### config.mk
export PLATFORM = sky130hd
export DESIGN_NAME = excl_monitor
export DESIGN_NICKNAME = d
export VERILOG_FILES = /design/src/excl_monitor_pkg.sv /design/src/excl_monitor.sv
export VERILOG_INCLUDE_DIRS = /design/src /design/src/src
export SDC_FILE = /design/constraint.sdc
export NUM_CORES = 1
export LEC_CHECK = 0
export ABC_AREA = 1
export ABC_CLOCK_PERIOD_IN_PS = 1700
export BUFFER_PORTS_ARGS = -buffer_cell sky130_fd_sc_hd__buf_2
export CORE_MARGIN = 2
export CORE_UTILIZATION = 45
export CTS_BUF_LIST = sky130_fd_sc_hd__clkbuf_16
export DETAILED_ROUTE_END_ITERATION = 6
export PLACE_DENSITY = 0.73
export SYNTH_ARGS = -nofsm -noshare
export SYNTH_HDL_FRONTEND = slang
export SYNTH_SLANG_ARGS = --single-unit
### constraint.sdc
create_clock -name mclk -period 1.7 [get_ports mclk]
set_input_delay 0 -clock mclk [delete_from_list [all_inputs] [get_ports mclk]]
set_output_delay 0 -clock mclk [all_outputs]
set_load 0.01 [all_outputs]
### src/excl_monitor_defines.svh
// Constants for the local exclusive-access monitor
`ifndef EXCL_MONITOR_DEFINES_SVH
`define EXCL_MONITOR_DEFINES_SVH
`define ADDR_W          32
`define DATA_W          32
`define TAG_LSB         5
`define STATUS_OK       1'h0
`define STATUS_FAIL     1'h1
`define REG_IDX_W       4
`endif

### src/excl_monitor_pkg.sv
// Types for the local exclusive-access monitor
`include "excl_monitor_defines.svh"
package excl_monitor_pkg;
    typedef enum logic [1:0] {
        OP_LOAD_EXCL,
        OP_STORE_EXCL,
        OP_STORE,
        OP_CLEAR_EXCL
    } mon_op_t;

    typedef enum logic [1:0] {
        SIZE_BYTE,
        SIZE_HALF,
        SIZE_WORD
    } acc_size_t;

    typedef enum {
        MON_OPEN,
        MON_EXCL
    } mon_state_t;

    // Request from the load/store pipeline
    typedef struct packed {
        logic                    valid;
        mon_op_t                 op;
        acc_size_t               size;
        logic                    shareable;
        logic [`ADDR_W-1:0]      addr;
        logic [`DATA_W-1:0]      wdata;
        logic [`REG_IDX_W-1:0]   dest;
    } lsu_req_t;

    // Access to the memory path
    typedef struct packed {
        logic                    valid;
        logic                    write;
        acc_size_t               size;
        logic [`ADDR_W-1:0]      addr;
        logic [`DATA_W-1:0]      wdata;
    } mem_req_t;

    // Status write-back for a store-exclusive
    typedef struct packed {
        logic                    valid;
        logic [`REG_IDX_W-1:0]   dest;
        logic                    status;
    } status_wb_t;
endpackage

### src/excl_monitor.sv
// Local exclusive-access monitor between load/store pipeline and memory path
// Notes on behaviour
// - Exclusive load always reads and returns data
// - Exclusive load tags address, enters exclusive
// - Matching exclusive store writes, status 0, opens
// - Mismatching exclusive store: chosen policy, then open
// - Open state exclusive store: no write, status 1
// - Status goes to instruction's own destination
// - Repeat exclusive load retags, stays exclusive
// - Plain store elsewhere writes, state unchanged
// - Plain store to tag writes; chosen policy, default opens
// - Compare only address bits 31 down to 5
// - Optional addressless mode matches every store
// - Other processors' accesses are ignored
// - Only byte, halfword, word exclusives handled
// - Monitor applies only to non-shareable memory
`timescale 1ns/1ns
`include "excl_monitor_defines.svh"
module excl_monitor #(
    parameter bit NO_ADDR_TAG       = 1'b0,
    parameter bit MISMATCH_WRITES   = 1'b0,
    parameter bit STORE_CLEARS_TAG  = 1'b1
) (
    input  wire logic                          mclk,
    input  wire logic                          rst_n,
    input  wire excl_monitor_pkg::lsu_req_t    lsu_req,
    output logic                               lsu_ready,
    output excl_monitor_pkg::mem_req_t         mem_req,
    input  wire logic                          mem_ready,
    output excl_monitor_pkg::status_wb_t       status_wb,
    output logic                               excl_state
);

    localparam int TAG_W = `ADDR_W - `TAG_LSB;

    logic                          rst_meta_r;
    logic                          rst_sync_r;
    excl_monitor_pkg::mon_state_t  state_r;
    excl_monitor_pkg::mon_state_t  state_nxt;
    logic [TAG_W-1:0]              tag_r;
    logic [TAG_W-1:0]              tag_nxt;
    excl_monitor_pkg::mem_req_t    mem_r;
    excl_monitor_pkg::mem_req_t    mem_nxt;
    excl_monitor_pkg::status_wb_t  wb_r;
    excl_monitor_pkg::status_wb_t  wb_nxt;
    logic                          take;
    logic                          hit;
    logic                          pass;

    // Granule compare on the upper address bits only
    function automatic logic tag_hit(input logic [`ADDR_W-1:0] a, input logic [TAG_W-1:0] t);
        tag_hit = NO_ADDR_TAG ? 1'b1 : (a[`ADDR_W-1:`TAG_LSB] == t);
    endfunction

    // Reset release through two flops
    always_ff @(posedge mclk or negedge rst_n)
    begin
        if (!rst_n)
        begin
            rst_meta_r <= 1'b0;
            rst_sync_r <= 1'b0;
        end
        else
        begin
            rst_meta_r <= 1'b1;
            rst_sync_r <= rst_meta_r;
        end
    end

    // One request in flight; stall while memory holds the last one
    assign lsu_ready  = !mem_r.valid || mem_ready;
    assign take       = lsu_req.valid && lsu_ready;
    assign hit        = tag_hit(lsu_req.addr, tag_r);
    assign mem_req    = mem_r;
    assign status_wb  = wb_r;
    assign excl_state = (state_r == excl_monitor_pkg::MON_EXCL);

    // Monitor decisions for each accepted operation
    always_comb
    begin
        state_nxt = state_r;
        tag_nxt   = tag_r;
        mem_nxt   = mem_r;
        wb_nxt    = '0;
        pass      = 1'b0;
        if (mem_r.valid && mem_ready)
            mem_nxt.valid = 1'b0;
        // Shareable accesses belong to the global monitor, not here
        if (take && !lsu_req.shareable)
        begin
            mem_nxt.size  = lsu_req.size;
            mem_nxt.addr  = lsu_req.addr;
            mem_nxt.wdata = lsu_req.wdata;
            case (lsu_req.op)
                excl_monitor_pkg::OP_LOAD_EXCL:
                begin
                    mem_nxt.valid = 1'b1;
                    mem_nxt.write = 1'b0;
                    tag_nxt       = lsu_req.addr[`ADDR_W-1:`TAG_LSB];
                    state_nxt     = excl_monitor_pkg::MON_EXCL;
                end
                excl_monitor_pkg::OP_STORE_EXCL:
                begin
                    if (state_r == excl_monitor_pkg::MON_EXCL)
                        pass = hit ? 1'b1 : MISMATCH_WRITES;
                    else
                        pass = 1'b0;
                    mem_nxt.valid  = pass;
                    mem_nxt.write  = 1'b1;
                    state_nxt      = excl_monitor_pkg::MON_OPEN;
                    wb_nxt.valid   = 1'b1;
                    wb_nxt.dest    = lsu_req.dest;
                    wb_nxt.status  = pass ? `STATUS_OK : `STATUS_FAIL;
                end
                excl_monitor_pkg::OP_STORE:
                begin
                    mem_nxt.valid = 1'b1;
                    mem_nxt.write = 1'b1;
                    if (hit && STORE_CLEARS_TAG)
                        state_nxt = excl_monitor_pkg::MON_OPEN;
                end
                default:
                begin
                    state_nxt = excl_monitor_pkg::MON_OPEN;
                    tag_nxt   = '0;
                end
            endcase
        end
        else if (take)
        begin
            // Shareable traffic other than clear-exclusive passes untouched to memory
            mem_nxt.valid = (lsu_req.op != excl_monitor_pkg::OP_CLEAR_EXCL);
            mem_nxt.write = (lsu_req.op != excl_monitor_pkg::OP_LOAD_EXCL);
            mem_nxt.size  = lsu_req.size;
            mem_nxt.addr  = lsu_req.addr;
            mem_nxt.wdata = lsu_req.wdata;
        end
    end

    // State registers
    always_ff @(posedge mclk or negedge rst_n)
    begin
        if (!rst_n)
        begin
            state_r <= excl_monitor_pkg::MON_OPEN;
            tag_r   <= '0;
            mem_r   <= '0;
            wb_r    <= '0;
        end
        else if (!rst_sync_r)
        begin
            state_r <= excl_monitor_pkg::MON_OPEN;
            tag_r   <= '0;
            mem_r   <= '0;
            wb_r    <= '0;
        end
        else
        begin
            state_r <= state_nxt;
            tag_r   <= tag_nxt;
            mem_r   <= mem_nxt;
            wb_r    <= wb_nxt;
        end
    end

endmodule

==> flow_summary_export.csv, run 1 <==
group,metric,value,unit
clock_network,cts_num_sinks,104,
timing,fin_skew,0.00788,ns
timing,hold_viol,0,
logic_synthesis,synth_cell_types,24,
logic_synthesis,yosys_register_bits,104,
setup_path,path_class,"flop to flop",
global_route,grt_pass1_vias,4383,
finish,n_fill_cell,794,
finish,areaGrowthSynthToFinish,43.7,%
power_and_ir_drop,power_frac_comb,14.8,%
route,avgViaCountPerCell,4.87,
logic_synthesis,ys_seq_area_share,58.2,%
die,fp.dieH,104,um
power_and_ir_drop,p_leak,3.51,nW
die,start_util,45.9,%
logic_synthesis,synth_cells,504,
logic_synthesis,yosysWarnings,0,
clock_network,cts_tree,"done",
clock_network,clk_latency,0.34,ns
global_route,antenna_found_initial,0,
power_and_ir_drop,p_total,0.00547,W
finish,drive_gt1_share,26.1,%
power_and_ir_drop,p_int,0.00408,W
route,via_count,4218,
logic_synthesis,synthesis.nets,585,
setup_path,cpMaxStageDelayCell,"dfrtp_1",
clock_network,numCtsBuffers,9,
route,drc_errors,0,
die,die-area,0.0107,mm2
setup_path,cp-end-kind,"flop",
timing,final-setup-viol-count,0,
timing,grt_setup_unrepaired,"false",
route,wire_per_inst,14.7,um
route,routed_wl,12700,um
route,first_pass_iters,5,
power_and_ir_drop,peakVddDrop,0.000460,V
logic_synthesis,syn_avg_cell_area,8.87,um2
outcome,status,"finished, final reports clean",
setup_path,cp-start-kind,"flop",
global_route,grt_pass1_wl,21200,um
timing,post-route-period-util,90.4,%
finish,diodes,0,
route,final_antenna_net_count,0,
setup_path,critPathRequiredTime,1.92,ns
power_and_ir_drop,p_sw,0.00139,W
die,rows,36,
setup_path,critPathMaxStageDelay,0.38,ns
global_route,grt_max_degree,52,
hold_path,hp-class,"input pin to flop",
power_and_ir_drop,clock_power_share,36.7,%
clock_network,path_clk_slew,0.07,ns
timing,final.setup.tns,0,ns
placement,place_congestion,0.838,
clock_network,htree_levels,3,
placement,placed_area,0.00542,mm2
timing,whs,0.0607,ns
setup_path,critPathMaxFanout,10,
finish,final_cell_count_no_fill,866,
die,fp.coreArea,0.00973,mm2
die,ios,153,
placement,dp_hpwl,8020,um
global_route,grt-ovfl-total,0,
global_route,grt_usage,24.4,%
timing,maxSlewViolCount,0,
clock_network,root_buffer,"clkbuf_16",
finish,stdcell_area,0.00642,mm2
setup_path,cp.arrival,1.76,ns
placement,portBuffers,152,
clock_network,cts_buffer_depth,2,
clock_network,cts_setup_buffers,0,
die,die_w,104,um
power_and_ir_drop,power_density,851,mW/mm2
logic_synthesis,synth_area,0.00447,mm2
setup_path,worstPathCellList,"inv_1 -> nor2_4 -> nor2_8 -> inv_2 -> nor2_4 -> nand2_4 -> nand2_4 -> a211oi_1 -> mux2_2",
timing,fmax,0.651,GHz
route,drt_iter0_markers,345,
run,cap_violations,0,
power_and_ir_drop,power_frac_seq,48.5,%
power_and_ir_drop,swShare,25.4,%
finish,layout.nets,809,
timing,period_needed,1.54,ns
placement,dp.cells,779,
repair_timing:
| action | CTS | global route |
|---|---|---|
| endpoints found under the setup margin | 0 | 1 |
| hold buffers | 71 | 0 |
| gates resized for setup | 0 | 1 |
| endpoints found under the hold margin | 197 | 0 |
critical path: cells and delay by family, from the launching register on:
| kind | cells | cell delay [ns] |
|---|---|---|
| AO/OA/AOI/OAI | 1 | 0.06 |
| buffers and inverters | 2 | 0.15 |
| flip-flops | 1 | 0.38 |
| multiplexers | 1 | 0.27 |
| AND/OR/NAND/NOR | 5 | 0.58 |
stage by stage:
stage,utilization [%],setup WS [ns]
detailed placement,55.7,0.179
CTS,66.0,0.169
finish,66.0,0.163
global placement,55.7,0.230
global route,66.0,0.0229
floorplan,-,0.232
final timing paths:
check / slack, ns / to / depth (start not counted) / start
worst min-delay path: 0.06 / mem_req[67] / 3 / lsu_req[68]
worst min register to register: 0.35 / rst_sync_r / 0 / rst_meta_r
worst max-delay path: 0.16 / mem_req[66] / 9 / mem_req[67]
min in group asynchronous: 0.09 / mem_req[63] / 2 / rst_n
max in group asynchronous: 1.05 / mem_req[30] / 3 / rst_n
worst max register to register: 0.16 / mem_req[66] / 9 / mem_req[67]
state kept, by name (all words and copies together) (netlist names):
register / count
mem_req: 68
tag_r: 27
status_wb: 6
rst_meta_r: 1
rst_sync_r: 1
state_r: 1
cell usage after synthesis:
master / instances / area (um2)
nand3_1: 60 / 300
nand2_4: 2 / 22.5
dfrtp_1: 104 / 2600
a21oi_1: 3 / 15.0
inv_1: 49 / 184
nor2_1: 14 / 52.6
nor2_8: 1 / 20.0
nand2_1: 160 / 601
ha_1: 4 / 50.1
o21ai_0: 39 / 195
inv_2: 2 / 7.51
a211oi_1: 1 / 7.51
xnor2_1: 18 / 158
conb_1: 1 / 3.75
buf_1: 3 / 11.3
o21ai_1: 7 / 35.0
nor3_1: 2 / 10.0
nand4_1: 1 / 6.26
mux2_2: 1 / 11.3
clkbuf_1: 11 / 41.3
nor2_4: 2 / 22.5
buf_2: 9 / 45.0
nand4_2: 1 / 12.5
o22ai_1: 9 / 56.3
cells by family (layout without fill, tap and decap cells):
logic type | count (synthesis) | in the layout | synth area share, %
compound gates | 59 | 59 | 6.91
xor+xnor | 18 | 18 | 3.53
fa+ha+maj | 4 | 4 | 1.12
buf+inv | 74 | 303 | 6.47
flops | 104 | 104 | 58.2
mux | 1 | 1 | 0.252
other cells | 1 | 1 | 0.0839
simple gates | 243 | 243 | 23.4
routing by layer:
metal	part of all wire, %	vias up	global-route usage, %
li1	-	2046	-
met1	42	2001	30.2
met2	51	142	42.3
met3	4.4	29	3.90
met4	2.5	0	10.7
met5	0	-	0
power groups by stage:
| stage | clock network [W] | registers (W) | logic [W] |
|---|---|---|---|
| 6_report | 0.00201 | 0.00265 | 0.000809 |
| 5_1_grt | 0.00218 | 0.00266 | 0.000893 |
| 4_1_cts | 0.00205 | 0.00265 | 0.000803 |
| 3_5_place_dp | 0 | 0.00270 | 0.000673 |
| 3_3_place_gp | 0 | 0.00269 | 0.000655 |
| 2_1_floorplan | 0 | 0.00274 | 0.000267 |
placed cells by master (no fill, tap or decap):
cell type,n
conb_1,1
inv_1,50
clkinv_4,1
clkbuf_16,9
inv_2,2
nand2_1,160
nand4_1,1
o22ai_1,9
dfrtp_2,1
dlygate4sd3_1,71
nor2_4,3
nand3_1,60
nor2_2,1
a211oi_1,1
mux2_2,1
o21ai_0,39
dfrtp_1,103
nor2_1,12
buf_2,151
buf_12,1
nor3_1,2
nor2_8,1
ha_1,4
bufinv_16,1
o21ai_1,7
a21oi_1,3
xnor2_1,18
clkinvlp_4,1
buf_4,13
nand4_2,1
nand2_4,2
clkinv_2,2
clkinv_1,1
layout make-up:
cell class	count	area, um2	share of cell area (%)
sequential	104	2600	40.5
inverter	51	191	2.98
multi-input combinational	326	1590	24.7
timing repair buffer	236	1580	24.7
tap	133	166	2.59
clock inverter	7	63.8	0.993
clock buffer	9	225	3.51
(Power assumes the default switching activity.)
==> run 2: changes to the inputs <==
Settings changed: ABC_AREA 1 to unset.
==> run 2 against run 1 <==
Effect of this change:
- critical path depth fell by 3
- count of clock-buffer cells in the layout did not move
- worst hold slack improved by 0.0091 ns
- die area rose by 1.7%
- combinational power fell by 1%
- synthesized area rose by 1.8%
- largest cell class unchanged
- sequential share of layout area fell by 0.26 points
- clock power fell by 5%
- setup slack got worse by 0.012 ns
==> flow_summary_export.csv, run 2 <==
group,metric,value,unit
die,fp.dieH,105,um
clock_network,root_buffer,"clkbuf_16",
logic_synthesis,synth_cells,433,
global_route,grtUsageMet2,38.8,%
timing,final-setup-viol-count,0,
global_route,grt-ovfl-total,0,
finish,final_cell_mix,"buf_2, nand2_1, dfrtp_1, dlygate4sd3_1, a21boi_0",
die,rows,36,
power_and_ir_drop,p_leak,3.24,nW
logic_synthesis,syn_avg_cell_area,10.5,um2
logic_synthesis,synth_common_cells,"nand2_1, dfrtp_1, a21boi_0",
finish,final_common_cell,"buf_2",
clock_network,clk_latency,0.34,ns
hold_path,hp-class,"input pin to flop",
clock_network,cts_setup_buffers,0,
logic_synthesis,yosysWarnings,0,
global_route,grt_pass1_wl,19700,um
setup_path,critPathMaxStageDelay,0.40,ns
clock_network,numCtsBuffers,9,
die,ios,153,
logic_synthesis,synth_ff_type,"dfrtp_1",
placement,dpl_worst_slack,0.204,ns
setup_path,r2r_slack,0.15,ns
clock_network,htree_levels,3,
setup_path,critPathRequiredTime,1.95,ns
die,die-area,0.0109,mm2
logic_synthesis,synth_cell_types,33,
global_route,gr-usage-met1,27.8,%
setup_path,cp.arrival,1.80,ns
finish,layout.nets,734,
clock_network,path_clk_slew,0.07,ns
setup_path,path_class,"flop to flop",
finish,diodes,0,
route,wire_per_inst,15.0,um
clock_network,cts_buffer_depth,2,
timing,grt_setup_unrepaired,"false",
route,avgViaCountPerCell,4.99,
global_route,grt_usage,22.3,%
setup_path,cpMaxStageDelayCell,"dfrtp_1",
outcome,status,"finished, final reports clean",
placement,place_congestion,0.804,
timing,fin_ws,0.151,ns
setup_path,worstPathCellList,"xnor2_1 -> nand4_1 -> nor4_1 -> buf_4 -> a31oi_1 -> mux2i_1",
setup_path,cp-end-kind,"flop",
route,routed_wl,11900,um
logic_synthesis,yosysMostFrequentCell,"nand2_1",
run,cap_violations,0,
logic_synthesis,yosysTopAreaCellShare,57.2,%
timing,fin_skew,0.00747,ns
finish,largest_reg_flops,68,
global_route,top_usage_layer,"met2",
finish,n_fill_cell,771,
route,drt_iter0_markers,162,
timing,fmax,0.645,GHz
global_route,grt_pass1_vias,4104,
power_and_ir_drop,power_density,827,mW/mm2
global_route,antenna_found_initial,0,
route,drc_errors,0,
logic_synthesis,postSynth.asyncResetShare,100,%
logic_synthesis,yosys_register_bits,104,
placement,dp_hpwl,7350,um
finish,areaGrowthSynthToFinish,42.1,%
clock_network,cts_resized,0,
placement,portBuffers,152,
logic_synthesis,ys_seq_area_share,57.2,%
die,fp.coreArea,0.00977,mm2
logic_synthesis,synth_area_leaders,"dfrtp_1, nand2_1, a21boi_0, a22o_1, xnor2_1",
setup_path,cp-start-kind,"flop",
die,die_w,105,um
finish,drive_gt1_share,28.7,%
route,final_antenna_net_count,0,
logic_synthesis,synth_area,0.00455,mm2
clock_network,cts_num_sinks,104,
timing,period_needed,1.55,ns
route,via_count,3951,
global_route,grt_max_degree,71,
route,first_pass_iters,4,
setup_path,critPathMaxFanout,3,
timing,final.setup.tns,0,ns
timing,hold_viol,0,
timing,post-route-period-util,91.1,%
logic_synthesis,synth_edf_count,0,
die,start_util,46.6,%
timing,maxSlewViolCount,0,
clock_network,cts_tree,"done",
power_and_ir_drop,peakVddDrop,0.000471,V
logic_synthesis,synthesis.nets,514,
global_route,use_met3,4.80,%
logic_synthesis,synth_top_area_cell,"dfrtp_1",
[run 2: cell types whose count changed after synthesis, sizes merged, moves of 3 or more]
cell and change:
nand3 -59, nand4 +5, a21boi +66, nor2 -16, o21ai -43, xnor2 +6
clkbuf +5, and2 +6, o22ai -9, nand2 -26, xor2 +3, a22o +27
inv -47
[run 2: timing repair]
item | in CTS | in global routing
hold buffers | 71 | 0
hold endpoints to repair | 134 | 0
setup endpoints to repair | 0 | 0
[run 2: layout make-up]
| class | instances | area, um2 | area share [%] |
|---|---|---|---|
| flip-flops and latches | 104 | 2600 | 40.3 |
| multi-input cells | 296 | 1800 | 27.8 |
| repair buffers | 238 | 1610 | 24.9 |
| clock inverters | 7 | 45.0 | 0.697 |
| well taps | 133 | 166 | 2.57 |
| inverters | 4 | 15.0 | 0.232 |
| clock buffers | 9 | 225 | 3.48 |
[run 2: worst max-delay path: cells and delay by family, from the launching register on]
family / cells / cell delay [ns]
compound gates: 1 / 0.09
xor+xnor: 1 / 0.14
buf+inv: 1 / 0.19
flops: 1 / 0.40
mux: 1 / 0.19
simple gates: 2 / 0.45
[run 2: stage by stage]
step	instance area, um2	instances	total power, W	hold WS (ns)	util, %
finish	6460	791	0.00534	0.0698	66.1
global route	6460	791	0.00560	0.0983	66.1
CTS	6460	791	0.00539	0.0594	66.1
detailed placement	5480	704	0.00335	-0.0225	56.1
global placement	5480	704	0.00333	-0.0227	56.1
floorplan	4550	433	0.00300	-0.296	-
[run 2: worst paths after layout]
kind                              from          end  cells past startpoint
max in group asynchronous        rst_n    tag_r[18]                      3
hold / removal             lsu_req[73]  mem_req[67]                      4
hold reg to reg             rst_meta_r   rst_sync_r                      0
setup reg to reg             tag_r[14]   state_r[0]                      6
setup / recovery             tag_r[14]   state_r[0]                      6
min in group asynchronous        rst_n  mem_req[52]                      2
[run 2: report_power, final]
part / internal, W / switching, W / total, W
Sequential: 0.00258 / 0.0000579 / 0.00264
Combinational: 0.000378 / 0.000419 / 0.000797
Clock: 0.000997 / 0.000916 / 0.00191
[run 2: per-layer routing]
layer / wire (um) / vias up
li1: - / 1886
met1: 5010 / 1895
met2: 5930 / 148
met3: 711 / 22
met4: 214 / 0
met5: 0 / -
[run 2: logic make-up after synthesis]
family	Yosys count	synth area share (%)
buffers and inverters	33	3.38
multiplexers	1	0.220
AO/OA/AOI/OAI	100	17.3
XOR/XNOR	27	5.20
AND/OR/NAND/NOR	163	15.6
adder cells (fa/ha/maj)	4	1.10
flip-flops	104	57.2
other	1	0.0824
